## config.mk

```make
export PLATFORM = sky130hd
export DESIGN_NAME = vdac_input_ctrl
export DESIGN_NICKNAME = d
export VERILOG_FILES = /design/src/vdac_buf2.v /design/src/vdac_input_ctrl.v
export VERILOG_INCLUDE_DIRS = /design/src /design/src/src
export SDC_FILE = /design/constraint.sdc
export NUM_CORES = 1
export LEC_CHECK = 0
export ABC_AREA = 1
export BUFFER_PORTS_ARGS = -buffer_cell sky130_fd_sc_hd__buf_4
export CAP_MARGIN = 40
export CORE_MARGIN = 1.5
export CORE_UTILIZATION = 53
export CTS_BUF_LIST = sky130_fd_sc_hd__clkbuf_4 sky130_fd_sc_hd__clkbuf_8 sky130_fd_sc_hd__clkbuf_16
export DETAILED_ROUTE_END_ITERATION = 12
export GPL_ROUTABILITY_DRIVEN = 0
export HOLD_SLACK_MARGIN = 0.05
export PLACE_DENSITY = 0.82
export SLEW_MARGIN = 20
export SYNTH_ARGS = -nofsm -noshare
export SYNTH_HDL_FRONTEND = slang
export SYNTH_HIERARCHICAL = 1
export SYNTH_SLANG_ARGS = --single-unit
```

## constraint.sdc

```tcl
create_clock -name mclk_in -period 2.1 [get_ports mclk_in]
set_input_delay 0.105 -clock mclk_in [delete_from_list [all_inputs] [get_ports mclk_in]]
set_output_delay 0.105 -clock mclk_in [all_outputs]
set_load 0.02 [all_outputs]
```

## src/vdac_map.vh

```
`ifndef VDAC_MAP_VH
`define VDAC_MAP_VH
// colour word width
`define VDAC_PIX_W       8
// converter codes
`define VDAC_FULL_CODE   8'hff
`define VDAC_BLANK_CODE  8'h00
// control reset values
`define VDAC_BLANK_N_RST 1'b0
`define VDAC_SYNC_N_RST  1'b0
`define VDAC_FULL_RST    1'b0
// pipeline depth, input stage plus converter stage
`define VDAC_PIPE_DEPTH  2
// buffer word: r, g, b, sync_n, blank_n, full
`define VDAC_WORD_W      27
`endif

```

## src/vdac_buf2.v

```verilog
`timescale 1ns/10ps
// two-entry skid buffer; an entry pops only when the drain side is ready
module vdac_buf2 #(
	parameter WIDTH = 27
) (
	input  wire             mclk_in,
	input  wire             reset_in,
	input  wire             s_valid_in,
	output wire             s_ready_out,
	input  wire [WIDTH-1:0] s_data_in,
	output wire             m_valid_out,
	input  wire             m_ready_in,
	output wire [WIDTH-1:0] m_data_out
);
	reg [WIDTH-1:0] d0_r;
	reg [WIDTH-1:0] d1_r;
	reg [1:0]       cnt_r;
	wire            push;
	wire            pop;

	assign s_ready_out = (cnt_r != 2'd2);
	assign m_valid_out = (cnt_r != 2'd0);
	assign m_data_out  = d0_r;
	assign push        = s_valid_in && s_ready_out;
	assign pop         = m_valid_out && m_ready_in;

	// d0 is the head; d1 holds the second word only while full
	always @(posedge mclk_in)
	begin
		if (reset_in)
		begin
			cnt_r <= 2'd0;
			d0_r  <= {WIDTH{1'b0}};
			d1_r  <= {WIDTH{1'b0}};
		end
		else
		begin
			case ({push, pop})
				2'b10:
				begin
					if (cnt_r == 2'd0)
						d0_r <= s_data_in;
					else
						d1_r <= s_data_in;
					cnt_r <= cnt_r + 2'd1;
				end
				2'b01:
				begin
					d0_r  <= d1_r;
					cnt_r <= cnt_r - 2'd1;
				end
				2'b11:
				begin
					if (cnt_r == 2'd1)
						d0_r <= s_data_in;
					else
					begin
						d0_r <= d1_r;
						d1_r <= s_data_in;
					end
				end
				default:
					cnt_r <= cnt_r;
			endcase
		end
	end
endmodule

```

## src/vdac_input_ctrl.v

```verilog
// Behaviour
// every rising clock edge captures red, green and blue pixel words; the code skips capture while the input stage holds on a full buffer
// registered sync low turns the tip current source off, high turns it on
// sync is captured with pixels and delayed through identical stages
// controller asserts sync only during blanking; sync overrides nothing
// registered blanking low forces every converter output to blanking level
// blanking captured on rising edge with two-stage latency like data
// registered full-scale force high drives all outputs to full-scale code
// blanking wins over full-scale force when both are active
// full-scale force captured on rising edge with two-stage latency
// power-down disables current sources and all digital processing
// power-down keeps input and converter register contents unchanged
// power-down acts at once, without waiting for a clock edge
// no register loads during power-down; capture resumes first edge after
// output select priority: blanking, then full-scale, then pipelined pixel
`timescale 1ns/10ps
`include "vdac_map.vh"
module vdac_input_ctrl #(
	parameter PIX_W = `VDAC_PIX_W
) (
	input  wire             mclk_in,
	input  wire             reset_in,
	input  wire [PIX_W-1:0] red_pixel_word_in,
	input  wire [PIX_W-1:0] green_pixel_word_in,
	input  wire [PIX_W-1:0] blue_pixel_word_in,
	input  wire             sync_n_in,
	input  wire             blank_n_in,
	input  wire             full_scale_in,
	input  wire             power_down_in,
	input  wire             conv_ready_in,
	output wire             pix_ready_out,
	output wire             conv_valid_out,
	output reg  [PIX_W-1:0] red_current_out,
	output reg  [PIX_W-1:0] green_current_out,
	output reg  [PIX_W-1:0] blue_current_out,
	output reg              tip_current_out,
	output reg              red_enable_out,
	output reg              green_enable_out,
	output reg              blue_enable_out,
	output wire             power_down_out
);
	localparam WW = 3 * PIX_W + 3;

	// input register stage
	reg [PIX_W-1:0] in_red_r;
	reg [PIX_W-1:0] in_green_r;
	reg [PIX_W-1:0] in_blue_r;
	reg             in_sync_n_r;
	reg             in_blank_n_r;
	reg             in_full_r;
	reg             in_valid_r;
	// converter register stage
	reg [PIX_W-1:0] cv_red_r;
	reg [PIX_W-1:0] cv_green_r;
	reg [PIX_W-1:0] cv_blue_r;
	reg             cv_sync_n_r;
	reg             cv_blank_n_r;
	reg             cv_full_r;

	wire            buf_s_ready;
	wire            buf_m_valid;
	wire [WW-1:0]   buf_m_data;
	wire            run;
	wire            hold_in;

	// power-down stalls the whole pipe; no clock edge is needed for it to act
	assign run = !power_down_in;
	assign power_down_out = power_down_in;
	// input stage holds while the buffer is full so no word is lost
	assign hold_in = in_valid_r && !buf_s_ready;
	assign pix_ready_out = run && !hold_in;

	// stage one: capture pixels and controls together on the rising edge
	always @(posedge mclk_in)
	begin
		if (reset_in)
		begin
			in_red_r     <= {PIX_W{1'b0}};
			in_green_r   <= {PIX_W{1'b0}};
			in_blue_r    <= {PIX_W{1'b0}};
			in_sync_n_r  <= `VDAC_SYNC_N_RST;
			in_blank_n_r <= `VDAC_BLANK_N_RST;
			in_full_r    <= `VDAC_FULL_RST;
			in_valid_r   <= 1'b0;
		end
		else if (run && !hold_in)
		begin
			in_red_r     <= red_pixel_word_in;
			in_green_r   <= green_pixel_word_in;
			in_blue_r    <= blue_pixel_word_in;
			in_sync_n_r  <= sync_n_in;
			in_blank_n_r <= blank_n_in;
			in_full_r    <= full_scale_in;
			in_valid_r   <= 1'b1;
		end
	end

	// skid buffer between stages; only popped while running
	vdac_buf2 #(
		.WIDTH (WW)
	) u_buf (
		.mclk_in     (mclk_in),
		.reset_in    (reset_in),
		.s_valid_in  (in_valid_r && run),
		.s_ready_out (buf_s_ready),
		.s_data_in   ({in_red_r, in_green_r, in_blue_r,
			in_sync_n_r, in_blank_n_r, in_full_r}),
		.m_valid_out (buf_m_valid),
		.m_ready_in  (conv_ready_in && run),
		.m_data_out  (buf_m_data)
	);

	assign conv_valid_out = buf_m_valid && run;

	// stage two: every field gets the same second delay, sync included
	always @(posedge mclk_in)
	begin
		if (reset_in)
		begin
			cv_red_r     <= {PIX_W{1'b0}};
			cv_green_r   <= {PIX_W{1'b0}};
			cv_blue_r    <= {PIX_W{1'b0}};
			cv_sync_n_r  <= `VDAC_SYNC_N_RST;
			cv_blank_n_r <= `VDAC_BLANK_N_RST;
			cv_full_r    <= `VDAC_FULL_RST;
		end
		else if (run && buf_m_valid && conv_ready_in)
		begin
			cv_red_r     <= buf_m_data[WW-1 -: PIX_W];
			cv_green_r   <= buf_m_data[WW-1-PIX_W -: PIX_W];
			cv_blue_r    <= buf_m_data[WW-1-2*PIX_W -: PIX_W];
			cv_sync_n_r  <= buf_m_data[2];
			cv_blank_n_r <= buf_m_data[1];
			cv_full_r    <= buf_m_data[0];
		end
	end

	// output select; sync only gates its own source and touches no colour
	always @*
	begin
		if (!cv_blank_n_r)
		begin
			red_current_out   = `VDAC_BLANK_CODE;
			green_current_out = `VDAC_BLANK_CODE;
			blue_current_out  = `VDAC_BLANK_CODE;
		end
		else if (cv_full_r)
		begin
			red_current_out   = `VDAC_FULL_CODE;
			green_current_out = `VDAC_FULL_CODE;
			blue_current_out  = `VDAC_FULL_CODE;
		end
		else
		begin
			red_current_out   = cv_red_r;
			green_current_out = cv_green_r;
			blue_current_out  = cv_blue_r;
		end
		// sources off while powered down, registers keep their content
		tip_current_out  = cv_sync_n_r && run;
		red_enable_out   = run;
		green_enable_out = run;
		blue_enable_out  = run;
	end
endmodule

```

* After elaboration in Yosys (flattened, before gate mapping) *
Index checks and enable logic that the tools add are counted.

storage, ports and cells
  flip-flop bits (word level) = 111
  bits in latches = 0
  bits in writable memories = 0
  bits in read-only memories = 0
  bits of input ports = 31
  output and inout port bits = 31
  word-level logic and storage cells = 58
  memories = 0

cells by class
  add/subtract/negate cells = 2
  multiply operators = 0
  div/mod/pow operators = 0
  order comparisons = 0
  eq/ne operators = 8
  shift operators = 0
  multiplexer cells = 13
  bitwise gates (word level) = 0
  reductions and logical operators = 19

operator list
  operator               count
  $mux W27               4
  $pmux W27 S3           1
  $pmux W27 S2           1
  $mux W8                6
  $logic_and A1 B1 Y1    9
  $ne A2 B2 Y1 const B   3
  $reduce_bool A2 Y1     3
  $eq A2 B1 Y1 const B   2
  $eq A2 B2 Y1 const B   2
  $pmux W2 S2            1
  $logic_not A1 Y1       3
  $reduce_and A3 Y1      1
  $reduce_bool A3 Y1     1
  $add A2 B1 Y2 const B  1
  $logic_not A2 Y1       1
  $ne A2 B1 Y1 const B   1
  $reduce_and A2 Y1      1
  $sub A2 B1 Y2 const B  1

* Logic depth before layout (Yosys ltp) *
  depth in word-level cells = 6
  mapped depth = 14
  depth with buffers taken out = 12

* Modules after synthesis *
Netlist, hierarchy kept.

modules (own cells, without submodules)
  module           times used  cells each  area each (µm²)  seq. area each (µm²)
  vdac_buf2        1           518         3108.0           1121.1
  vdac_input_ctrl  1           391         2555.0           1101.1

* Worst setup path before layout *
OpenSTA, ideal clock, no wires.

  kind = register -> register
  from = register u_buf.cnt_r[0]
  to = register u_buf.d1_r[10]
  library setup time = 0.113 ns
  arrival time = 1.961 ns
  data required time = 1.987 ns
  slack = 0.026 ns
  stages on the path, launching flop included = 14
  buffers on the path = 2
  clock period less this slack = 2.074 ns
  cell sequence = dfxtp_1 > inv_1 > ha_1 > inv_2 > nand2_4 > buf_2 > inv_1 > ha_1 > or2_2 > nand3_2 > buf_4 > nand2_1 > nand2_1 > nor2_1

on the way
  word-level cells in the longest chain between the ends = 5
  elaborated cells on any way between the ends = 13
  those cells by class = eq/ne: 6; mux: 1; reduce/logical: 6

RTL lines
  what                                                          RTL line              RTL
  start, declared                                               vdac_buf2.v:17        reg [1:0] cnt_r;
  start signal, assigned                                        vdac_buf2.v:45        cnt_r <= cnt_r + 2'd1;
  start signal, assigned                                        vdac_buf2.v:50        cnt_r <= cnt_r - 2'd1;
  start signal, assigned                                        vdac_buf2.v:63        cnt_r <= cnt_r;
  $reduce_bool A2 Y1 *                                          vdac_buf2.v:22        assign m_valid_out = (cnt_r != 2'd0);
  named net buf_m_valid                                         vdac_input_ctrl.v:61  wire buf_m_valid;
  $logic_and A1 B1 Y1 *                                         vdac_buf2.v:25        assign pop = m_valid_out && m_ready_in;
  $eq A2 B2 Y1                                                  vdac_buf2.v:38        case ({push, pop})
  $ne A2 B2 Y1 (no line) or $reduce_bool A2 Y1 (tied branches)  n/a
  $reduce_and A3 Y1 (no line)                                   n/a
  end signal, assigned                                          vdac_buf2.v:34        d1_r <= {WIDTH{1'b0}};
  end signal, assigned                                          vdac_buf2.v:44        d1_r <= s_data_in;
  end signal, assigned                                          vdac_buf2.v:59        d1_r <= s_data_in;
  end, declared                                                 vdac_buf2.v:16        reg [WIDTH-1:0] d1_r;

The timed path passes the listed nets; every way through them passes the cells marked *.
A chain may end at the register's enable or synchronous reset.

* Worst setup path in the final report *
  from = register u_buf.cnt_r[0]
  to = register u_buf.d1_r[7]

Same word-level chain as after synthesis.

==> run_results.csv <==
group,metric,value,unit
die,die_height,106,µm
synthesis,synth_cell_type_count,21,
flow_run,cap_violations,0,
global_routing,grt_pass1_wl,19800,µm
place,placed_cell_area,6140,µm²
layout,nets,1001,
place,dp_hpwl,7510,µm
global_routing,grt_pass1_vias,4358,
detailed_routing,routedWlPerCell,10.9,µm
layout,diodes,0,
min_path,hold-path-endpoint,"in_green_r[1]",
layout,area_growth,15.8,%
die,ios,62,
detailed_routing,firstDrtPassIters,5,
sta,tightest_slew,0.583,ns
clock_network,cts_tree,"yes",
sta,drv_slew,0,
sta,setup_viol,0,
layout,fin_cells,1104,
setup_path,reg2reg_slack,0.12,ns
clock_network,cts_buffers,9,
synthesis,synth_fp_nets,947,
die,core_area,10300,µm²
die,die_w,106,µm
die,rows,37,
synthesis,ys_seq_area_frac,0.392,
detailed_routing,drc,0,
setup_path,worstSetupPathType,"reg2reg",
clock_network,clkSinkCount,111,
power_and_ir_drop,p_leak,0.00379,µW
synthesis,yosys_warnings,6,
setup_path,worstRegToRegCells,12,
run_status,status,"finished clean",
setup_path,cp_slowest_stage_delay,0.33,ns
setup_path,crit_required,2.37,ns
setup_path,endpoint_kind,"flip-flop",
global_routing,grt_max_degree,55,
sta,relSlewSlack,0.611,
min_path,min-delay-start,"green_pixel_word_in[1]",
place,placed_cells,1071,
sta,clock_skew,0.00792,ns
place,place.port_buffers,61,
global_routing,antenna_found_initial,0,
setup_path,cp_max_fo,18,
layout,design_area,6560,µm²
power_and_ir_drop,vdd_drop_max,0.339,mV
setup_path,cp-start-kind,"flip-flop",
detailed_routing,drt-initial-drc-count,358,
synthesis,synthesis.area,5660,µm²
sta,hold_viol,0,
sta,layout_min_cycle_time,1.98,ns
clock_network,cts_root_buffer,"clkbuf_8",
setup_path,r2r-start,"u_buf/cnt_r[0]",
setup_path,cp_cell_sequence,"inv_1 > ha_1 > inv_2 > nand2_4 > inv_1 > ha_1 > or2_2 > nand3_4 > clkbuf_16 > nand2_1 > nand2_1 > nor2_1",
synthesis,syn_avg_cell_area,6.23,µm²
min_path,holdPathStages,5,
detailed_routing,vias,5061,
sta,fin_crit_sh,0.942,
setup_path,critPathSlowestCell,"dfxtp_1",
clock_network,clk_path_buf_depth,2,
detailed_routing,routed_wl,12000,µm
global_routing,track_usage,0.214,
global_routing,grt_overflow,0,
setup_path,cpLargestDelayFamily,"simple AND/OR/NAND/NOR gates",
clock_network,cts-htree-levels,3,
min_path,hold_path_class,"in2reg",
setup_path,timing.critical_path.buf_inv,4,
setup_path,path_depth,12,
clock_network,cts.clk_slew.worst_paths,0.10,ns
power_and_ir_drop,power.density,745,nW/µm²
detailed_routing,viasPerCell,4.58,
layout,drive_above_1_share,0.114,
synthesis,synthCells,909,
die,start_util,0.549,
detailed_routing,postRouteAntennaNets,0,
sta,clock.fmax,505,MHz
setup_path,timing.rr.end,"u_buf/d1_r[7]",
synthesis,synth-seq-cells,111,
clock_network,clk_latency,0.36,ns
die,die-area,11300,µm²
setup_path,critPathArrivalTime,2.25,ns
[layout make-up]
cell class                      count  area [µm²]
Fill cell                         978        3770
Multi-Input combinational cell    568        2420
Sequential cell                   111        2220
Timing Repair Buffer               95         855
Inverter                          178         668
Tap cell                          136         170
Clock buffer                       10         131
Clock inverter                      6        85.1
[cells by family after synthesis]
| group | count (synthesis) | synth area share |
|---|---|---|
| DFF | 111 | 0.392 |
| AOI/OAI and AO/OA | 57 | 0.0504 |
| adders and majority gates | 7 | 0.0155 |
| buffers and inverters | 230 | 0.181 |
| xor gates and xnor gates | 1 | 0.00155 |
| and+or+nand+nor | 503 | 0.359 |
[power breakdown]
| group | switching [µW] | internal [µW] | leakage [µW] |
|---|---|---|---|
| Combinational | 650 | 425 | 0.00278 |
| Clock | 711 | 682 | 0.000106 |
| Sequential | 103 | 2310 | 0.000912 |
[state kept, by name (all words and copies together), names as in the netlist, 2 cells and up]
name and count:
u_buf/m_data_out 27, u_buf/cnt_r 2, in_green_r 8, cv_blue_r 8, u_buf/d1_r 27, cv_red_r 8
cv_green_r 8, in_blue_r 8, in_red_r 8
[through the flow]
stage | utilization | power [µW] | setup WS (ns) | hold WS, ns | TNS, ns
floorplan | - | 3230 | 0.0263 | 0.174 | 0
global placement | 0.594 | 3440 | 0.209 | 0.311 | 0
detailed placement | 0.594 | 3470 | 0.109 | 0.313 | 0
CTS | 0.630 | 4870 | 0.0676 | 0.0500 | 0
global route | 0.635 | 5170 | -0.0119 | 0.0804 | -0.0210
finish | 0.635 | 4880 | 0.122 | 0.0592 | 0
[routing by layer]
layer  wire, µm  global-route usage  up-vias
li1           -                   -     2771
met1       6080               0.305     2146
met2       5360               0.337      134
met3        497              0.0227       10
met4        107              0.0714        0
met5          0                   0        -
[how the worst max path moves through the flow]
stage                        start             end  slack [ns]
floorplan           u_buf/cnt_r[0]  u_buf/d1_r[10]        0.03
global placement    u_buf/cnt_r[0]  u_buf/d1_r[16]        0.21
detailed placement  u_buf/cnt_r[0]  u_buf/d1_r[25]        0.11
CTS                 u_buf/cnt_r[0]  u_buf/d1_r[24]        0.07
global route        u_buf/cnt_r[0]  u_buf/d1_r[24]       -0.01
finish              u_buf/cnt_r[0]   u_buf/d1_r[7]        0.12
[layout by cell type, fill, tap and decap left out, drive strengths merged]
master	count
clkinv	2
xor2	1
dlygate4sd3	15
bufinv	2
nand3	85
dfxtp	111
buf	79
nand2	251
or2	1
a21oi	55
clkinvlp	2
clkbuf	11
o21ai	2
ha	7
inv	178
nor2	166
[what timing repair did]
item,in CTS,in global routing
hold buffers,15,0
setup endpoints to repair,0,28
gates resized for setup,0,5
hold endpoints to repair,15,0
buffers inserted,0,1
[tightest hold or removal path, delay by kind of cell]
| family | cells | cell delay [ns] |
|---|---|---|
| and+or+nand+nor | 3 | 0.19 |
| buffers and inverters | 2 | 0.10 |
[cell usage after synthesis, drive strengths merged]
| library cell | count | area share |
|---|---|---|
| dfxtp | 111 | 0.39 |
| nor2 | 166 | 0.11 |
| ha | 7 | 0.015 |
| xor2 | 1 | 0.0015 |
| clkbuf | 4 | 0.0027 |
| a21oi | 55 | 0.049 |
| or2 | 1 | 0.0011 |
| buf | 48 | 0.060 |
| nand2 | 251 | 0.17 |
| o21ai | 2 | 0.0018 |
| nand3 | 85 | 0.080 |
| inv | 178 | 0.12 |
Power figures use the tool's default switching activity.
